## config.mk

```make
export PLATFORM = sky130hd
export DESIGN_NAME = interval_timer
export DESIGN_NICKNAME = d
export VERILOG_FILES = /design/src/verilog/timer_pkg.sv /design/src/verilog/count_unit.sv /design/src/verilog/interval_timer.sv
export SDC_FILE = /design/constraint.sdc
export NUM_CORES = 1
export LEC_CHECK = 0
export ABC_AREA = 0
export BUFFER_PORTS_ARGS = -buffer_cell sky130_fd_sc_hd__buf_2
export CAP_MARGIN = 20
export CORE_UTILIZATION = 40
export CTS_CLUSTER_DIAMETER = 60
export CTS_CLUSTER_SIZE = 24
export DETAILED_ROUTE_END_ITERATION = 10
export GPL_ROUTABILITY_DRIVEN = 0
export PLACE_DENSITY = 0.66
export SLEW_MARGIN = 20
export SYNTH_ARGS = -nofsm -noshare
export SYNTH_HDL_FRONTEND = slang
export SYNTH_SLANG_ARGS = --single-unit
```

## constraint.sdc

```tcl
create_clock -name sys_clk -period 5.4 [get_ports sys_clk]
set_input_delay 0.81 -clock sys_clk [delete_from_list [all_inputs] [get_ports sys_clk]]
set_output_delay 0.81 -clock sys_clk [all_outputs]
set_load 0.05 [all_outputs]
```

## src/verilog/timer_pkg.sv

```systemverilog
// shared constants of the three-channel interval timer
package timer_pkg;

    // ****************************************
    // port decode
    // ****************************************
    localparam logic [1:0] PORT_CTR0 = 2'h0;
    localparam logic [1:0] PORT_CTR1 = 2'h1;
    localparam logic [1:0] PORT_CTR2 = 2'h2;
    localparam logic [1:0] PORT_CTRL = 2'h3;

    // ****************************************
    // mode word fields
    // ****************************************
    localparam int SEL_MSB = 7;
    localparam int SEL_LSB = 6;
    localparam int ACC_MSB = 5;
    localparam int ACC_LSB = 4;
    localparam int MODE_MSB = 3;
    localparam int MODE_LSB = 1;
    localparam int BCD_BIT = 0;
    localparam int MULTI_NOCOUNT_BIT = 5;
    localparam int MULTI_NOSTATUS_BIT = 4;
    localparam int MULTI_SEL_LSB = 1;
    localparam logic [1:0] SEL_MULTI = 2'h3;

    // ****************************************
    // byte access codes
    // ****************************************
    localparam logic [1:0] ACC_LATCH = 2'h0;
    localparam logic [1:0] ACC_LOW = 2'h1;
    localparam logic [1:0] ACC_HIGH = 2'h2;
    localparam logic [1:0] ACC_BOTH = 2'h3;

    // ****************************************
    // count modes
    // ****************************************
    localparam logic [2:0] MODE_END_COUNT = 3'h0;
    localparam logic [2:0] MODE_ONE_SHOT = 3'h1;
    localparam logic [2:0] MODE_HW_STROBE = 3'h5;

    // ****************************************
    // counter layout and values
    // ****************************************
    localparam int NUM_COUNTERS = 3;
    localparam int COUNT_WIDTH = 16;
    localparam logic [7:0] FILL_BYTE = 8'h00;
    localparam logic [15:0] COUNT_ONE = 16'h0001;
    localparam logic [15:0] BIN_MAX = 16'hFFFF;
    localparam logic [3:0] BCD_DIGIT_MAX = 4'h9;

    // ****************************************
    // synchronised bus bundle positions
    // ****************************************
    localparam int BUS_CS = 4;
    localparam int BUS_RD = 3;
    localparam int BUS_WR = 2;
    localparam int BUS_WIDTH = 5;

endpackage
```

## src/verilog/count_unit.sv

```systemverilog
// 16-bit down counter with binary or packed decimal decrement
`timescale 1ns/100ps
module count_unit #(
    parameter int WIDTH = 16
) (
    // clock and reset
    input wire logic sys_clk,
    input wire logic rst_n,
    // control
    input wire logic load,
    input wire logic [WIDTH-1:0] load_value,
    input wire logic dec,
    input wire logic bcd,
    // state
    output logic [WIDTH-1:0] value
);

    if (WIDTH != timer_pkg::COUNT_WIDTH)
    begin : g_width_check
        $error("count_unit supports only a 16-bit count");
    end

    function automatic logic [WIDTH-1:0] bcd_dec(input logic [WIDTH-1:0] v);
        logic [WIDTH-1:0] r;
        logic borrow;
        r = v;
        borrow = 1'b1;
        for (int k = 0; k < WIDTH / 4; k++)
        begin
            if (borrow)
            begin
                if (v[4*k +: 4] == 4'h0)
                begin
                    r[4*k +: 4] = timer_pkg::BCD_DIGIT_MAX;
                end
                else
                begin
                    r[4*k +: 4] = v[4*k +: 4] - 4'h1;
                    borrow = 1'b0;
                end
            end
        end
        return r;
    endfunction

    // zero decrements to the top value, so a loaded zero spans the full range
    always_ff @(posedge sys_clk or negedge rst_n)
    begin
        if (!rst_n)
        begin
            value <= '0;
        end
        else if (load)
        begin
            value <= load_value;
        end
        else if (dec)
        begin
            value <= bcd ? bcd_dec(value) : value - WIDTH'(1);
        end
    end

    // ****************************************
    // checks
    // ****************************************
    a_bin_decrement: assert property (@(posedge sys_clk) disable iff (!rst_n)
        dec && !load && !bcd |=> value == $past(value) - WIDTH'(1))
        else $error("binary count did not step down by one");

    a_zero_wraps_max: assert property (@(posedge sys_clk) disable iff (!rst_n)
        dec && !load && value == '0
        |=> value == (bcd ? {4{timer_pkg::BCD_DIGIT_MAX}} : timer_pkg::BIN_MAX))
        else $error("zero count did not wrap to the top value");

    a_load_value: assert property (@(posedge sys_clk) disable iff (!rst_n)
        load |=> value == $past(load_value))
        else $error("count transfer did not reach the down counter");

endmodule

```

## src/verilog/interval_timer.sv

```systemverilog
// three-channel interval timer: bus decode, programming, latches, readback
// ****************************************
// ****************************************
`timescale 1ns/100ps
module interval_timer (
    // clock and reset
    input wire logic sys_clk,
    input wire logic rst_n,
    // processor bus
    input wire logic cs_n,
    input wire logic rd_n,
    input wire logic wr_n,
    input wire logic port_select_hi,
    input wire logic port_select_lo,
    input wire logic [7:0] data_in,
    output logic [7:0] data_out,
    output logic data_oe,
    // counter pins
    input wire logic [2:0] count_clk,
    input wire logic [2:0] count_gate,
    output logic [2:0] count_out
);

    localparam int N = timer_pkg::NUM_COUNTERS;

    // ****************************************
    // pin synchronisers
    // ****************************************
    logic [timer_pkg::BUS_WIDTH-1:0] bus_s1, bus_s2, bus_s3;
    logic [7:0] data_s1, data_s2;
    logic [2:0] clk_s1, clk_s2, clk_s3;
    logic [2:0] gate_s1, gate_s2, gate_s3;

    always_ff @(posedge sys_clk or negedge rst_n)
    begin
        if (!rst_n)
        begin
            bus_s1 <= 5'h1F;
            bus_s2 <= 5'h1F;
            bus_s3 <= 5'h1F;
            data_s1 <= 8'h00;
            data_s2 <= 8'h00;
            clk_s1 <= 3'h0;
            clk_s2 <= 3'h0;
            clk_s3 <= 3'h0;
            gate_s1 <= 3'h0;
            gate_s2 <= 3'h0;
            gate_s3 <= 3'h0;
        end
        else
        begin
            bus_s1 <= {cs_n, rd_n, wr_n, port_select_hi, port_select_lo};
            bus_s2 <= bus_s1;
            bus_s3 <= bus_s2;
            data_s1 <= data_in;
            data_s2 <= data_s1;
            clk_s1 <= count_clk;
            clk_s2 <= clk_s1;
            clk_s3 <= clk_s2;
            gate_s1 <= count_gate;
            gate_s2 <= gate_s1;
            gate_s3 <= gate_s2;
        end
    end

    // ****************************************
    // bus events
    // ****************************************
    logic chip_sel;
    logic [1:0] port;
    logic wr_evt, rd_end, rd_act, ctrl_wr, multi;
    logic [1:0] word_sel, word_acc;

    assign chip_sel = !bus_s2[timer_pkg::BUS_CS];
    assign port = bus_s2[1:0];
    // write data taken as the write strobe rises
    assign wr_evt = chip_sel && bus_s2[timer_pkg::BUS_WR] && !bus_s3[timer_pkg::BUS_WR];
    assign rd_end = chip_sel && bus_s2[timer_pkg::BUS_RD] && !bus_s3[timer_pkg::BUS_RD];
    assign rd_act = chip_sel && !bus_s2[timer_pkg::BUS_RD] && port != timer_pkg::PORT_CTRL;
    assign ctrl_wr = wr_evt && port == timer_pkg::PORT_CTRL;
    assign word_sel = data_s2[timer_pkg::SEL_MSB:timer_pkg::SEL_LSB];
    assign word_acc = data_s2[timer_pkg::ACC_MSB:timer_pkg::ACC_LSB];
    assign multi = ctrl_wr && word_sel == timer_pkg::SEL_MULTI;

    // ****************************************
    // per-counter state
    // ****************************************
    logic [5:0] status_mode [N];
    logic [15:0] count_reg [N];
    logic [15:0] latch_val [N];
    logic [7:0] status_val [N];
    logic [15:0] value [N];
    logic [N-1:0] null_count, load_pending, armed, running, write_hi_next;
    logic [N-1:0] read_hi_next, count_latched, status_latched, trigger;
    logic [N-1:0] mode_set, cnt_latch_cmd, sts_latch_cmd, cnt_wr, rd_done;
    logic [N-1:0] tick, trig_mode, transfer, dec, zero_hit;

    always_comb
    begin
        for (int i = 0; i < N; i++)
        begin
            mode_set[i] = ctrl_wr && word_sel == 2'(i)
                && word_acc != timer_pkg::ACC_LATCH;
            cnt_latch_cmd[i] = (ctrl_wr && word_sel == 2'(i)
                && word_acc == timer_pkg::ACC_LATCH)
                || (multi && data_s2[timer_pkg::MULTI_SEL_LSB + i]
                && !data_s2[timer_pkg::MULTI_NOCOUNT_BIT]);
            sts_latch_cmd[i] = multi && data_s2[timer_pkg::MULTI_SEL_LSB + i]
                && !data_s2[timer_pkg::MULTI_NOSTATUS_BIT];
            cnt_wr[i] = wr_evt && port == 2'(i);
            rd_done[i] = rd_end && port == 2'(i);
            tick[i] = clk_s2[i] && !clk_s3[i];
            trig_mode[i] = status_mode[i][3:1] == timer_pkg::MODE_ONE_SHOT
                || status_mode[i][3:1] == timer_pkg::MODE_HW_STROBE;
            // edge modes reload from the register on each trigger
            transfer[i] = tick[i] && (trig_mode[i] ? (trigger[i] && armed[i])
                : load_pending[i]);
            dec[i] = tick[i] && !transfer[i] && running[i]
                && (trig_mode[i] || gate_s2[i]);
            zero_hit[i] = dec[i] && value[i] == timer_pkg::COUNT_ONE;
        end
    end

    genvar g;
    for (g = 0; g < N; g++)
    begin : g_counter
        count_unit #(
            .WIDTH(timer_pkg::COUNT_WIDTH)
        ) u_count (
            .sys_clk(sys_clk),
            .rst_n(rst_n),
            .load(transfer[g]),
            .load_value(count_reg[g]),
            .dec(dec[g]),
            .bcd(status_mode[g][timer_pkg::BCD_BIT]),
            .value(value[g])
        );
    end

    // ****************************************
    // mode register copy
    // ****************************************
    always_ff @(posedge sys_clk or negedge rst_n)
    begin
        if (!rst_n)
        begin
            for (int i = 0; i < N; i++)
            begin
                status_mode[i] <= 6'h00;
            end
        end
        else
        begin
            for (int i = 0; i < N; i++)
            begin
                if (mode_set[i])
                begin
                    status_mode[i] <= data_s2[5:0];
                end
            end
        end
    end

    // ****************************************
    // count register, write pointer, null flag
    // ****************************************
    always_ff @(posedge sys_clk or negedge rst_n)
    begin
        if (!rst_n)
        begin
            for (int i = 0; i < N; i++)
            begin
                count_reg[i] <= 16'h0000;
            end
            null_count <= '0;
            load_pending <= '0;
            armed <= '0;
            running <= '0;
            write_hi_next <= '0;
        end
        else
        begin
            for (int i = 0; i < N; i++)
            begin
                if (mode_set[i])
                begin
                    null_count[i] <= 1'b1;
                    load_pending[i] <= 1'b0;
                    armed[i] <= 1'b0;
                    running[i] <= 1'b0;
                    write_hi_next[i] <= 1'b0;
                end
                else
                begin
                    if (transfer[i])
                    begin
                        load_pending[i] <= 1'b0;
                        running[i] <= 1'b1;
                        null_count[i] <= 1'b0;
                    end
                    // a write in the transfer cycle wins over the clear
                    if (cnt_wr[i])
                    begin
                        case (status_mode[i][5:4])
                            timer_pkg::ACC_LOW:
                            begin
                                count_reg[i] <= {timer_pkg::FILL_BYTE, data_s2};
                                load_pending[i] <= 1'b1;
                                armed[i] <= 1'b1;
                                null_count[i] <= 1'b1;
                            end
                            timer_pkg::ACC_HIGH:
                            begin
                                count_reg[i] <= {data_s2, timer_pkg::FILL_BYTE};
                                load_pending[i] <= 1'b1;
                                armed[i] <= 1'b1;
                                null_count[i] <= 1'b1;
                            end
                            timer_pkg::ACC_BOTH:
                            begin
                                if (!write_hi_next[i])
                                begin
                                    count_reg[i][7:0] <= data_s2;
                                    write_hi_next[i] <= 1'b1;
                                end
                                else
                                begin
                                    count_reg[i][15:8] <= data_s2;
                                    write_hi_next[i] <= 1'b0;
                                    load_pending[i] <= 1'b1;
                                    armed[i] <= 1'b1;
                                    null_count[i] <= 1'b1;
                                end
                            end
                            default:
                            begin
                                write_hi_next[i] <= write_hi_next[i];
                            end
                        endcase
                    end
                end
            end
        end
    end

    // ****************************************
    // output latches and read pointer
    // ****************************************
    always_ff @(posedge sys_clk or negedge rst_n)
    begin
        if (!rst_n)
        begin
            for (int i = 0; i < N; i++)
            begin
                latch_val[i] <= 16'h0000;
                status_val[i] <= 8'h00;
            end
            count_latched <= '0;
            status_latched <= '0;
            read_hi_next <= '0;
        end
        else
        begin
            for (int i = 0; i < N; i++)
            begin
                if (mode_set[i])
                begin
                    count_latched[i] <= 1'b0;
                    status_latched[i] <= 1'b0;
                    read_hi_next[i] <= 1'b0;
                end
                else
                begin
                    if (rd_done[i])
                    begin
                        if (status_latched[i])
                        begin
                            status_latched[i] <= 1'b0;
                        end
                        else if (status_mode[i][5:4] == timer_pkg::ACC_BOTH
                            && !read_hi_next[i])
                        begin
                            read_hi_next[i] <= 1'b1;
                        end
                        else
                        begin
                            read_hi_next[i] <= 1'b0;
                            count_latched[i] <= 1'b0;
                        end
                    end
                    if (cnt_latch_cmd[i] && !count_latched[i])
                    begin
                        latch_val[i] <= value[i];
                        count_latched[i] <= 1'b1;
                    end
                    if (sts_latch_cmd[i] && !status_latched[i])
                    begin
                        status_val[i] <= {count_out[i], null_count[i], status_mode[i]};
                        status_latched[i] <= 1'b1;
                    end
                end
            end
        end
    end

    // ****************************************
    // gate trigger and output level
    // ****************************************
    always_ff @(posedge sys_clk or negedge rst_n)
    begin
        if (!rst_n)
        begin
            trigger <= '0;
            count_out <= '0;
        end
        else
        begin
            for (int i = 0; i < N; i++)
            begin
                if (mode_set[i])
                begin
                    trigger[i] <= 1'b0;
                    count_out[i] <= data_s2[3:1] != timer_pkg::MODE_END_COUNT;
                end
                else
                begin
                    if (gate_s2[i] && !gate_s3[i])
                    begin
                        trigger[i] <= 1'b1;
                    end
                    else if (tick[i])
                    begin
                        trigger[i] <= 1'b0;
                    end
                    if (cnt_wr[i] && status_mode[i][3:1] == timer_pkg::MODE_END_COUNT)
                    begin
                        count_out[i] <= 1'b0;
                    end
                    else if (transfer[i]
                        && status_mode[i][3:1] == timer_pkg::MODE_ONE_SHOT)
                    begin
                        count_out[i] <= 1'b0;
                    end
                    else if (zero_hit[i])
                    begin
                        count_out[i] <= 1'b1;
                    end
                end
            end
        end
    end

    // ****************************************
    // read data path
    // ****************************************
    logic [7:0] rd_byte;
    logic [15:0] rd_word;

    always_comb
    begin
        rd_byte = 8'h00;
        rd_word = 16'h0000;
        for (int i = 0; i < N; i++)
        begin
            if (port == 2'(i))
            begin
                rd_word = count_latched[i] ? latch_val[i] : value[i];
                case (status_mode[i][5:4])
                    timer_pkg::ACC_HIGH: rd_byte = rd_word[15:8];
                    timer_pkg::ACC_BOTH: rd_byte = read_hi_next[i] ? rd_word[15:8]
                        : rd_word[7:0];
                    default: rd_byte = rd_word[7:0];
                endcase
                if (status_latched[i])
                begin
                    rd_byte = status_val[i];
                end
            end
        end
    end

    always_ff @(posedge sys_clk or negedge rst_n)
    begin
        if (!rst_n)
        begin
            data_out <= 8'h00;
            data_oe <= 1'b0;
        end
        else
        begin
            data_out <= rd_byte;
            data_oe <= rd_act;
        end
    end

    // ****************************************
    // checks
    // ****************************************
    for (g = 0; g < N; g++)
    begin : g_check
        a_status_copy_mode: assert property (@(posedge sys_clk) disable iff (!rst_n)
            mode_set[g] |=> status_mode[g] == $past(data_s2[5:0]) && null_count[g])
            else $error("mode write did not reach status copy");

        a_single_byte_fill: assert property (@(posedge sys_clk) disable iff (!rst_n)
            cnt_wr[g] && status_mode[g][5:4] == timer_pkg::ACC_LOW
            |=> count_reg[g][15:8] == 8'h00 && load_pending[g])
            else $error("single low byte write did not clear high byte");

        a_latch_holds_value: assert property (@(posedge sys_clk) disable iff (!rst_n)
            count_latched[g] && !mode_set[g] && !rd_done[g] |=> $stable(latch_val[g]))
            else $error("held count changed before release");

        a_null_cleared_load: assert property (@(posedge sys_clk) disable iff (!rst_n)
            transfer[g] && !cnt_wr[g] && !mode_set[g] |=> !null_count[g])
            else $error("null flag stayed set after transfer");

        a_status_read_first: assert property (@(posedge sys_clk) disable iff (!rst_n)
            status_latched[g] && rd_act && port == 2'(g)
            |=> data_out == $past(status_val[g]) && data_oe)
            else $error("status byte not returned first");

        a_two_byte_pointer: assert property (@(posedge sys_clk) disable iff (!rst_n)
            rd_done[g] && !status_latched[g] && !mode_set[g]
            && status_mode[g][5:4] == timer_pkg::ACC_BOTH && !read_hi_next[g]
            |=> read_hi_next[g] && count_latched[g] == $past(count_latched[g]))
            else $error("low byte read did not advance pointer");
    end

    a_ctrl_read_silent: assert property (@(posedge sys_clk) disable iff (!rst_n)
        chip_sel && !bus_s2[timer_pkg::BUS_RD] && port == timer_pkg::PORT_CTRL |=> !data_oe)
        else $error("mode word port drove the data bus");

    a_no_select_quiet: assert property (@(posedge sys_clk) disable iff (!rst_n)
        !chip_sel |=> !data_oe)
        else $error("bus driven without chip select");

endmodule

```

## Word level (Yosys, flattened, before mapping)

Cells that the tools add are included.

- Latch bits: 0
- Memory bits (writable): 0
- Memories kept: 0
- ROM bits: 0
- Word-level logic and storage cells: 536
- Register bits after elaboration: 273
- Output and inout port bits: 12

- Equality and inequality tests: 52
- Divide/modulo/power cells: 0
- Shifts and indexed selects: 0
- Muxes and demuxes: 207
- Reduce and logical (&&, ||, !) cells: 193
- Multipliers: 0
- $add $sub $neg: 15
- Bitwise operators: 3
- Order comparisons: 0

Operator list:

| cell | count |
|---|---|
| $mux 16 | 12 |
| $mux 1 | 144 |
| $pmux 16 s3 | 3 |
| $mux 8 | 15 |
| $mux 4 | 21 |
| $logic_and 1x1->1 | 71 |
| $eq 16x1->1 const B | 3 |
| $logic_not 4->1 | 12 |
| $pmux 8 s2 | 3 |
| $reduce_bool 3->1 | 16 |
| $sub 16x1->16 const B | 3 |
| $sub 4x1->4 const B | 12 |
| $reduce_and 2->1 | 21 |
| $ne 3x1->1 const B | 12 |
| $reduce_bool 2->1 | 16 |
| $logic_not 1->1 | 24 |
| $reduce_and 4->1 | 6 |
| $eq 2x2->1 const B | 10 |
| $pmux 1 s2 | 9 |
| $reduce_and 3->1 | 6 |
| $ne 2x2->1 const B | 7 |
| $reduce_bool 4->1 | 3 |
| $eq 2x1->1 const B | 5 |
| $eq 3x1->1 const B | 3 |
| 9 further kinds | 33 |

## Logic depth before layout (Yosys ltp)

Gate-level depths: netlist of run 1.

- Depth in word-level cells: 20
- Gate-level depth with buffers: 8
- Mapped depth without buffers: 7

## Modules after synthesis

Synthesis of run 1 repeated with hierarchy kept, for this count alone.

- Cells, all modules: 1279
- Area total of the unflattened synthesis: 13674.4 sq um

By module, submodules not included:

| module | instances | area an instance (sq um) | cells each | sequential area each (sq um) |
|---|---|---|---|---|
| interval_timer | 1 | 9975.8 | 842 | 5595.4 |
| count_unit (g_counter[0].u_count ...) | 2 | 1228.7 | 143 | 400.4 |
| count_unit (g_counter[2].u_count) | 1 | 1241.2 | 151 | 400.4 |

## Worst setup path before layout of run 1

OpenSTA, ideal clock, no wires.

- Path kind: reg-to-reg
- Start point: register bus_s2[2] in the netlist's numbering
- End point: register latch_val[10] in the netlist's numbering
- Setup time: 0.125 ns
- Data required time: 5.275 ns
- Path slack: 3.064 ns
- Cell stages (with the launch flop): 7
- Arrival: 2.211 ns
- Path buffers: 2
- Cells stage by stage: dfstp_2 or3b_4 or2_1 buf_6 nor4_4 buf_6 mux2_4

- Word-level cells in the longest chain between the ends: 9
- Elaborated cells between the ends (all ways): 13
- Those cells by class: bitwise (1); reduce/logical (12)

RTL lines:

| what | line | RTL |
|---|---|---|
| from (decl) | interval_timer.sv:29 | `logic [timer_pkg::BUS_WIDTH-1:0] bus_s1, bus_s2, bus_s3;` |
| from (signal assigned) | interval_timer.sv:53 | `bus_s2 <= bus_s1;` |
| $logic_and 1x1->1 * (2 in series) | interval_timer.sv:77 | `assign wr_evt = chip_sel && bus_s2[timer_pkg::BUS_WR] && !bus_s3[timer_pkg::BUS_WR];` |
| $logic_and 1x1->1 * | interval_timer.sv:80 | `assign ctrl_wr = wr_evt && port == timer_pkg::PORT_CTRL;` |
| $logic_and 1x1->1 | interval_timer.sv:83 | `assign multi = ctrl_wr && word_sel == timer_pkg::SEL_MULTI;` |
| $logic_and 1x1->1 | interval_timer.sv:106 | `\|\| (multi && data_s2[timer_pkg::MULTI_SEL_LSB + i]` |
| $logic_and 1x1->1 | interval_timer.sv:107 | `&& !data_s2[timer_pkg::MULTI_NOCOUNT_BIT]);` |
| $logic_or 1x1->1 | interval_timer.sv:106 |  |
| $logic_and 1x1->1 | interval_timer.sv:291 | `if (cnt_latch_cmd[i] && !count_latched[i])` |
| $reduce_and 2->1 (no line) * | -- |  |
| to (signal, indexed assignment) | interval_timer.sv:293 | `latch_val[i] <= value[i];` |
| to (decl) | interval_timer.sv:90 | `logic [15:0] latch_val [N];` |

Mark *: on every way between the ends. The rest lies on a longest branch, timed or not.
A chain may end at the register's enable or synchronous reset.

## Worst setup path after layout of run 1

- Start point: register data_s2[6]
- End point: register latch_val[19] in the netlist's numbering

- Word-level cells in the longest chain between the ends: 7
- Elaborated cells between the ends (all ways): 12
- Those cells by class: eq/ne (2); bitwise (1); reduce/logical (9)

RTL lines:

| what | line | RTL |
|---|---|---|
| from (decl) | interval_timer.sv:30 | `logic [7:0] data_s1, data_s2;` |
| from (signal assigned) | interval_timer.sv:56 | `data_s2 <= data_s1;` |
| $eq 2x2->1 | interval_timer.sv:83 |  |
| $logic_and 1x1->1 | interval_timer.sv:83 |  |
| $logic_and 1x1->1 | interval_timer.sv:106 |  |
| $logic_and 1x1->1 | interval_timer.sv:107 |  |
| $logic_or 1x1->1 | interval_timer.sv:106 |  |
| $logic_and 1x1->1 | interval_timer.sv:291 |  |
| $reduce_and 2->1 (no line) * | -- |  |

Marks and branches as above.

==> results.md, run 1 <==
* Status: finished clean
* Critical path arrival at 3270 ps
* Core Footprint at 33,450 µm²
* H-tree depth at 1
* Initial antenna violation count at 0
* Top post-synthesis cells by count: dfrtp_1 (259), o21ai_0 (110), nand2_1 (101)
* Post-synth top flop: dfrtp_1
* Pre-antenna DRT Iters at 5
* Hold Vio Cnt, Final at 0
* Area grow syn2layout at 10.23%
* Final Cycle Share at 52.79%
* Final setup vio count at 0
* Global-route usage over all layers at 19.50%
* Syn_nets at 1,348
* Setup CP Type: flop to flop
* Nature of the critical path startpoint: flop
* Clock tree buffer depth at 3
* Synth top area cells: dfrtp_1 (48%), mux2_2 (6.0%), mux2i_1 (4.6%), o21ai_0 (4.1%), nand2_1 (2.8%)
* Ys async rst share at 100.0%
* Critical-path cell list: inv_1, nor4_4, a22oi_1, nor3_4, mux2_2
* Total of max-cap violations at 0
* VDD IR max at 0.2754 mV
* Worst Setup End Kind: flop
* Clock Tree Root: clkbuf_16
* Fmax at 0.3508 GHz
* Non-Filler Instances at 1,759
* CP required at 5820 ps
* Dpl hpwl at 23,150 µm
* Final WL at 33,710 µm
* Critical-path top delay cell: dfrtp_1
* Via count at 10,180
* Max-slew headroom at 28.14%
* Avg Inst Size Synth at 10.38 µm²
* Largest net degree at the start of global routing at 133
* Top-area cell type share of the netlist area at 47.69%
* Post-CTS Setup Inserts at 0
* Dpl cells at 1,709
* CTS tree: done
* GRT overflow at 0
* Num CTS Buffers at 27
* Count leader, synth: dfrtp_1
* Fill cell count at 3,149
* Die Span Y at 186.3 µm
* Fin crit period at 2850 ps
* Die area at 34,720 µm²
* Vias per Instance at 5.785
* Min-Delay Path Class: primary input to asynchronous set/reset pin
* Diodes inserted at 0
* Setup_tns at 0 ps
* Reg clk slew, reported paths at 90 ps
* Unrepaired setup endpoints after global routing: false
* Port bufs at 32
* Antenna viol nets, final at 0
* WL/cell at 19.16 µm
* First-pass GRT wire length at 54,860 µm
* Critical path fanouts, max at 17
* Hold Buf Count CTS at 0
* Register area at 6797 µm²
* Ports at 33
* Number of global-route vias before repair at 9,720
* Yosys top cell by area: dfrtp_1
* Core Util, Final at 44.79%
* Worst Max-Slew Pin Slew at 1072 ps
* Worst skew pair latency at 550 ps
* PD cells at 432.5 nW/µm²
* Synth Register Bits at 271
* Rows at 67
* Total power at 6.479 mW
* Final Skew at 26.73 ps
* Synth unique cells at 80
* Layout cell share with drive strength beyond 1 at 16.48%
* Layout Nets at 1,330
* Drt drc at 0
* Syn. warnings at 0
* Drt first-iter violations at 704
* Max-slew violations at 0
* Area of the multi-input gates at 6186 µm²
* Post-cts sizing count at 0
* Post-Syn Instances at 1,309
* Sequential share of the synthesized area at 50.01%
* Post-Syn Area at 13,590 µm²
* CTS sink cnt at 271
* LEAKAGE at 6.431 nW
* Chip width at 186.3 µm
* EDFF count, synth at 0
* Worst path max stage delay at 710 ps
* Initial core utilization at 40.63%
[through the flow]
stage / worst slack [ps] / cell area, µm² / hold WS [ps]
floorplan: 3064 / 13590 / 331.2
global placement: 2670 / 14020 / 331.8
detailed placement: 2568 / 14020 / 334.7
CTS: 2537 / 14950 / 329.9
global route: 2368 / 14980 / 143.0
finish: 2550 / 14980 / 128.3
[layout make-up]
cell class	count	area share (%)
clock inverters	20	1.587
repair buffers	40	1.754
inverters	65	1.629
flip-flops and latches	271	45.37
well taps	448	3.742
clock buffers	29	4.627
multi-input cells	886	41.29
[kinds of logic after synthesis]
logic type,count (synthesis),synth area share [%]
mux,153,12.36
compound gates,358,17.54
flops,271,50.01
simple gates,350,13.47
xor+xnor,7,0.4511
buf+inv,152,4.520
fa+ha+maj,18,1.657
[routing by layer]
| layer | vias to the layer above | GRT usage (%) | wire length (µm) |
|---|---|---|---|
| li1 | 4755 | - | - |
| met1 | 5062 | 28.88 | 15760 |
| met2 | 296 | 28.82 | 14890 |
| met3 | 62 | 3.197 | 2047 |
| met4 | 0 | 6.580 | 1003 |
| met5 | - | 0 | 0 |
[path summary, 6_finish.rpt]
| path | start | endpoint | slack, ps | depth (start not counted) |
|---|---|---|---|---|
| setup / recovery | data_s2[6] | latch_val[19] | 2550 | 5 |
| min in group sys_clk | data_s1[4] | data_s2[4] | 340 | 0 |
| max in group asynchronous | rst_n | g_counter[0].u_count.value[12] | 3960 | 3 |
| hold reg to reg | data_s1[4] | data_s2[4] | 340 | 0 |
| setup reg to reg | data_s2[6] | latch_val[19] | 2550 | 5 |
| hold / removal | rst_n | latch_val[9] | 130 | 1 |
[power breakdown]
group / internal (mW) / total, mW / leakage [nW] / switching (mW)
combinational: 0.761 / 1.78 / 2.39 / 1.02
clock: 1.00 / 1.95 / 0.453 / 0.944
sequential: 2.28 / 2.75 / 3.59 / 0.468
total: 4.05 / 6.48 / 6.43 / 2.43
[worst max-delay path: cells and delay by family, from the launching register on]
family                 cells  cell delay, ps
AOI/OAI and AO/OA          1             200
buffers and inverters      1             250
DFF                        1             710
and+or+nand+nor            2            1120
muxes                      1             410
[layout by cell type, fill, tap and decap left out, drive strengths merged, types with 12 or more instances in the layout]
cell and n:
a21oi 60, dfstp 12, nand2 101, inv 78, dfrtp 259, o211ai 19, mux2i 62, o21ai 111
nor2b 15, clkbuf 29, o22ai 22, nor2 67, buf 40, nor4 13, o221ai 23, nand3 60
ha 18, nor3 31, mux2 91
No activity file was read; power rests on OpenSTA's default activity.
==> run 2, diff against run 1 <==
Settings changed: PLACE_DENSITY 0.66 to 0.68.
Clock period 5.4 ns to 2.4 ns, I/O delays scaled along.
==> results.md, run 2 (synthesis results as in run 1) <==
* Clock Tree Root: clkbuf_16
* Max-slew violations at 0 (unchanged)
* CTS sink cnt at 271 (unchanged)
* Final Skew at 14.49 ps (-12.24 ps)
* Post-CTS Setup Inserts at 0 (unchanged)
* Area grow syn2layout at 17.65%
* Setup_tns at 0 ps (unchanged)
* Dpl cells at 1,800 (+5.3%)
* VDD IR max at 0.5153 mV (+87%)
* Total power at 15.39 mW (+140%)
* First-pass GRT wire length at 56,050 µm (+2.2%)
* Initial core utilization at 40.63% (unchanged)
* Worst skew pair latency at 540 ps (about the same)
* Number of global-route vias before repair at 10,160 (+4.5%)
* CTS tree: done
* Status: finished clean
* Share of total power in sequential cells at 38.5% (-4.0 points)
* Final Cycle Share at 96.94% (+44 points)
* Hold Vio Cnt, Final at 0 (unchanged)
* Nature of the critical path startpoint: flop
* Largest net degree at the start of global routing at 56 (-58%)
* Pre-antenna DRT Iters at 5 (unchanged)
* Max-slew headroom at 39.15% (+11 points)
* PD cells at 962.5 nW/µm² (+120%)
* Core Footprint at 33,450 µm² (unchanged)
* Min-Delay Path Class: primary input to asynchronous set/reset pin
* Setup CP Type: flop to flop
* Dpl hpwl at 25,040 µm (+8.2%)
* Diodes inserted at 0 (unchanged)
* Rows at 67 (unchanged)
* Vias per Instance at 5.627 (-2.7%)
* Global-route usage over all layers at 20.03% (+0.53 points)
* Chip width at 186.3 µm (unchanged)
* Critical path fanouts, max at 9 (-8)
* P_int at 9.783 mW (+140%)
* Total of max-cap violations at 0 (unchanged)
* Drt first-iter violations at 806 (+14%)
* Final WL at 34,270 µm (+1.7%)
* Clock tree buffer depth at 3 (unchanged)
* Die area at 34,720 µm² (unchanged)
* Num CTS Buffers at 27 (unchanged)
* Fin crit period at 2327 ps (-523.9 ps)
* Logic gate share of total power at 31.6% (+4.1 points)
* Worst Setup End Kind: flop
* Fmax at 0.4298 GHz (+23%)
* CP required at 2820 ps (-3000 ps)
* Clock Power Share at 30.0% (about the same)
* Initial antenna violation count at 0 (unchanged)
* WHS at 347.6 ps (+219.3 ps)
* LEAKAGE at 7.030 nW (+9.3%)
* Final setup vio count at 0 (unchanged)
* GRT overflow at 0 (unchanged)
* Reg clk slew, reported paths at 70 ps (-20 ps)
* Unrepaired setup endpoints after global routing: true
* Layout cell share with drive strength beyond 1 at 21.60% (+5.1 points)
* H-tree depth at 1 (unchanged)
* Layout Nets at 1,440 (+8.3%)
* Drt drc at 0 (unchanged)
* Ports at 33 (unchanged)
* Worst Max-Slew Pin Slew at 912.8 ps (-159.3 ps)
* Most frequent cells in the layout: dfrtp_1 (259), o21ai_0 (110), nand2_1 (101), buf_4 (91), mux2_2 (73)
* Most common cell after layout, fill and taps aside: dfrtp_1
* Port bufs at 32 (unchanged)
* Die Span Y at 186.3 µm (unchanged)
* Non-Filler Instances at 1,869 (+6.3%)
* Via count at 10,520 (+3.4%)
* WL/cell at 18.33 µm (-4.3%)
* Critical path arrival at 2750 ps (-520 ps)
* Sw Share at 36.43% (-1.1 points)
* Switching power total at 5.607 mW (+130%)
* Antenna viol nets, final at 0 (unchanged)
run 2: layer usage:
metal,GRT usage [%],vias up,part of all wire (%)
met4,4.545,0,1.6
met1,29.58,5214,47
met3,2.821,32,5.4
li1,-,4961,-
met2,31.07,309,46
met5,0,-,0
run 2: final timing paths:
check                      startpoint       endpoint  slack [ps]  depth (start not counted)
setup reg to reg            bus_s2[2]  status_val[3]          70                          5
setup / recovery            bus_s2[2]  status_val[3]          70                          5
min in group sys_clk       gate_s1[1]     gate_s2[1]         350                          0
max in group asynchronous       rst_n     data_s1[7]        1240                          3
hold / removal                  rst_n   latch_val[8]         350                          2
hold reg to reg            gate_s1[1]     gate_s2[1]         350                          0
run 2: repair_timing:
item | CTS | global route
hold buffers | 20 | 0
gates resized for setup | 0 | 3
hold endpoints to repair | 67 | 0
endpoints found under the setup margin | 0 | 24
run 2: final cells by class:
class | count | area, µm²
sequential | 271 | 6797
inverter | 65 | 244.0
fill | 2994 | 17460
clock inverter | 22 | 319.1
timing repair buffer | 150 | 1194
multi-input combinational | 886 | 6200
clock buffer | 27 | 675.6
tap | 448 | 560.5
run 2: stage by stage:
step | setup WS (ps) | cell area, µm² | utilization [%]
2_1_floorplan | 63.64 | 13590 | -
3_3_place_gp | 135.7 | 14770 | 44.17
3_5_place_dp | 118.8 | 14770 | 44.17
4_1_cts | 90.42 | 15970 | 47.74
5_1_grt | -48.79 | 15990 | 47.80
6_report | 73.43 | 15990 | 47.80
run 2: power by group through the flow:
stage | logic (mW) | clock network (mW) | registers [mW]
detailed placement | 4.76 | 0 | 5.99
finish | 4.86 | 4.61 | 5.92
floorplan | 3.33 | 0 | 5.73
CTS | 4.81 | 4.71 | 5.90
global placement | 4.68 | 0 | 5.96
global route | 5.34 | 4.89 | 6.00
run 2: critical path, stage by stage, from the launching register on:
cell	delay [ps]
dfstp_2	530
or3b_4	430
or2_1	360
nor3_4	280
nand3b_2	270
mux2_2	350
==> run 3, diff against run 2 <==
Settings changed: RECOVER_POWER set to 100.
==> results.md, run 3 (synthesis results as in run 1) <==
* Worst path max stage delay at 530 ps (about the same)
* Via count at 10,530 (+0.15%)
* Critical-path cell list: or3b_4, buf_4, nor4_4, clkbuf_1, nor2b_1, clkbuf_2, a21o_1, o21ai_0
* Num CTS Buffers at 27 (unchanged)
* Hold Vio Cnt, Final at 0 (unchanged)
* CTS sink cnt at 271 (unchanged)
* Global-route usage over all layers at 20.03% (unchanged)
* Unrepaired setup endpoints after global routing: true
* PD cells at 967.1 nW/µm² (+0.48%)
* Fin crit period at 2320 ps (-7.002 ps)
* Port bufs at 32 (unchanged)
* Diodes inserted at 0 (unchanged)
* Met2 Wirelength at 15,610 µm (-0.64%)
* Dpl cells at 1,800 (unchanged)
* CTS tree: done
* H-tree depth at 1 (unchanged)
* Worst skew pair latency at 540 ps (about the same)
* Non-Filler Instances at 1,869 (unchanged)
* Wl on met1 at 16,100 µm (-0.38%)
* Min-Delay Path Class: flop to flop
* Worst Setup End Kind: flop
* Ports at 33 (unchanged)
* Post-CTS Setup Inserts at 0 (unchanged)
* Clock tree buffer depth at 3 (unchanged)
* Max-slew headroom at -2.709% (-42 points)
* Initial core utilization at 40.63% (unchanged)
* Nature of the critical path startpoint: flop
* Area grow syn2layout at 16.69%
* Final WL at 34,280 µm (about the same)
* Worst Slack Setup Final at 80.43 ps (+7.002 ps)
* VDD IR max at 0.5164 mV (+0.21%)
* Pre-CTS setup slack at 118.8 ps (unchanged)
* Met3 wire length at 1976 µm (+6.2%)
* Rows at 67 (unchanged)
* Total power at 15.34 mW (-0.34%)
* Total of max-cap violations at 1 (+1)
* Dpl hpwl at 25,040 µm (unchanged)
* Vias per Instance at 5.635 (+0.15%)
* Failing checks: max-capacitance violations, max-slew violations
* Fmax at 0.4311 GHz (+0.30%)
* Layout cell share with drive strength beyond 1 at 19.56% (-2.0 points)
* Die Span Y at 186.3 µm (unchanged)
* Core Footprint at 33,450 µm² (unchanged)
* Pre-antenna DRT Iters at 5 (unchanged)
* Largest net degree at the start of global routing at 56 (unchanged)
* Layout Nets at 1,440 (unchanged)
* Critical path arrival at 2730 ps (-20 ps)
* First-pass GRT wire length at 56,050 µm (unchanged)
* Reg clk slew, reported paths at 70 ps (about the same)
* Initial antenna violation count at 0 (unchanged)
* Final Cycle Share at 96.65% (-0.29 points)
* Final Skew at 13.18 ps (-1.308 ps)
* Die area at 34,720 µm² (unchanged)
* Max-slew violations at 55 (+55)
* Drt first-iter violations at 840 (+4.2%)
* Most common cell after layout, fill and taps aside: dfrtp_1
* DR top layer: met4
* CP required at 2810 ps (about the same)
* Critical-path top delay cell: dfstp_2
* Chip width at 186.3 µm (unchanged)
* Number of global-route vias before repair at 10,160 (unchanged)
* Status: finished with violations
* LEAKAGE at 6.925 nW (-1.5%)
* Final setup vio count at 0 (unchanged)
* Worst Max-Slew Pin Slew at 1541 ps (+627.8 ps)
* GRT overflow at 0 (unchanged)
* Clock Tree Root: clkbuf_16
* Setup CP Type: flop to flop
* Antenna viol nets, final at 0 (unchanged)
* Most frequent cells in the layout: dfrtp_1 (259), o21ai_0 (110), nand2_1 (101), buf_4 (76), mux2_2 (71)
* WL/cell at 18.34 µm (about the same)
* Critical path fanouts, max at 14 (+5)
* Drt drc at 0 (unchanged)
==> run 3: report_power, final <==
group	switching [mW]	total, mW	internal [mW]
combinational	2.74	4.81	2.07
sequential	0.780	5.92	5.14
clock	2.08	4.61	2.53
==> run 3: area by class of cell <==
class	count	area [µm²]
fillers	3018	17590
flip-flops and latches	271	6797
multi-input cells	886	6186
repair buffers	150	1077
clock buffers	27	675.6
well taps	448	560.5
clock inverters	22	319.1
inverters	65	244.0
==> run 3: per-layer routing <==
layer	vias up	GRT usage, %
met5	-	0
met4	0	4.545
met3	38	2.821
met2	318	31.07
met1	5209	29.58
li1	4967	-
==> run 3: worst paths after layout <==
check,from,endpoint,slack (ps),depth (start not counted)
min in group asynchronous,rst_n,latch_val[8],750,2
max in group asynchronous,rst_n,g_counter[0].u_count.value[2],300,3
worst max-delay path,bus_s2[2],count_out[1],80,8
worst min-delay path,gate_s1[1],gate_s2[1],350,0
worst max register to register,bus_s2[2],count_out[1],80,8
worst min register to register,gate_s1[1],gate_s2[1],350,0
==> run 3: what timing repair did <==
item | in CTS | in global routing
hold buffers | 20 | 0
gates resized for setup | 0 | 3
endpoints found under the setup margin | 0 | 24
endpoints found under the hold margin | 67 | 0
==> run 3: worst max-delay path: cells and delay by family, from the launching register on <==
kind	cells	cell delay, ps
compound gates	2	190
buf+inv	3	720
flops	1	530
simple gates	3	740
==> run 3: per-stage QoR <==
stage / hold WS, ps / instance area, µm² / setup TNS (ps) / utilization, %
6_report: 347.6 / 15860 / 0 / 47.41
5_1_grt: 355.4 / 15860 / -1032 / 47.41
4_1_cts: 351.0 / 15970 / 0 / 47.74
3_5_place_dp: 329.1 / 14770 / 0 / 44.17
3_3_place_gp: 326.6 / 14770 / 0 / 44.17
2_1_floorplan: 64.41 / 13590 / 0 / -
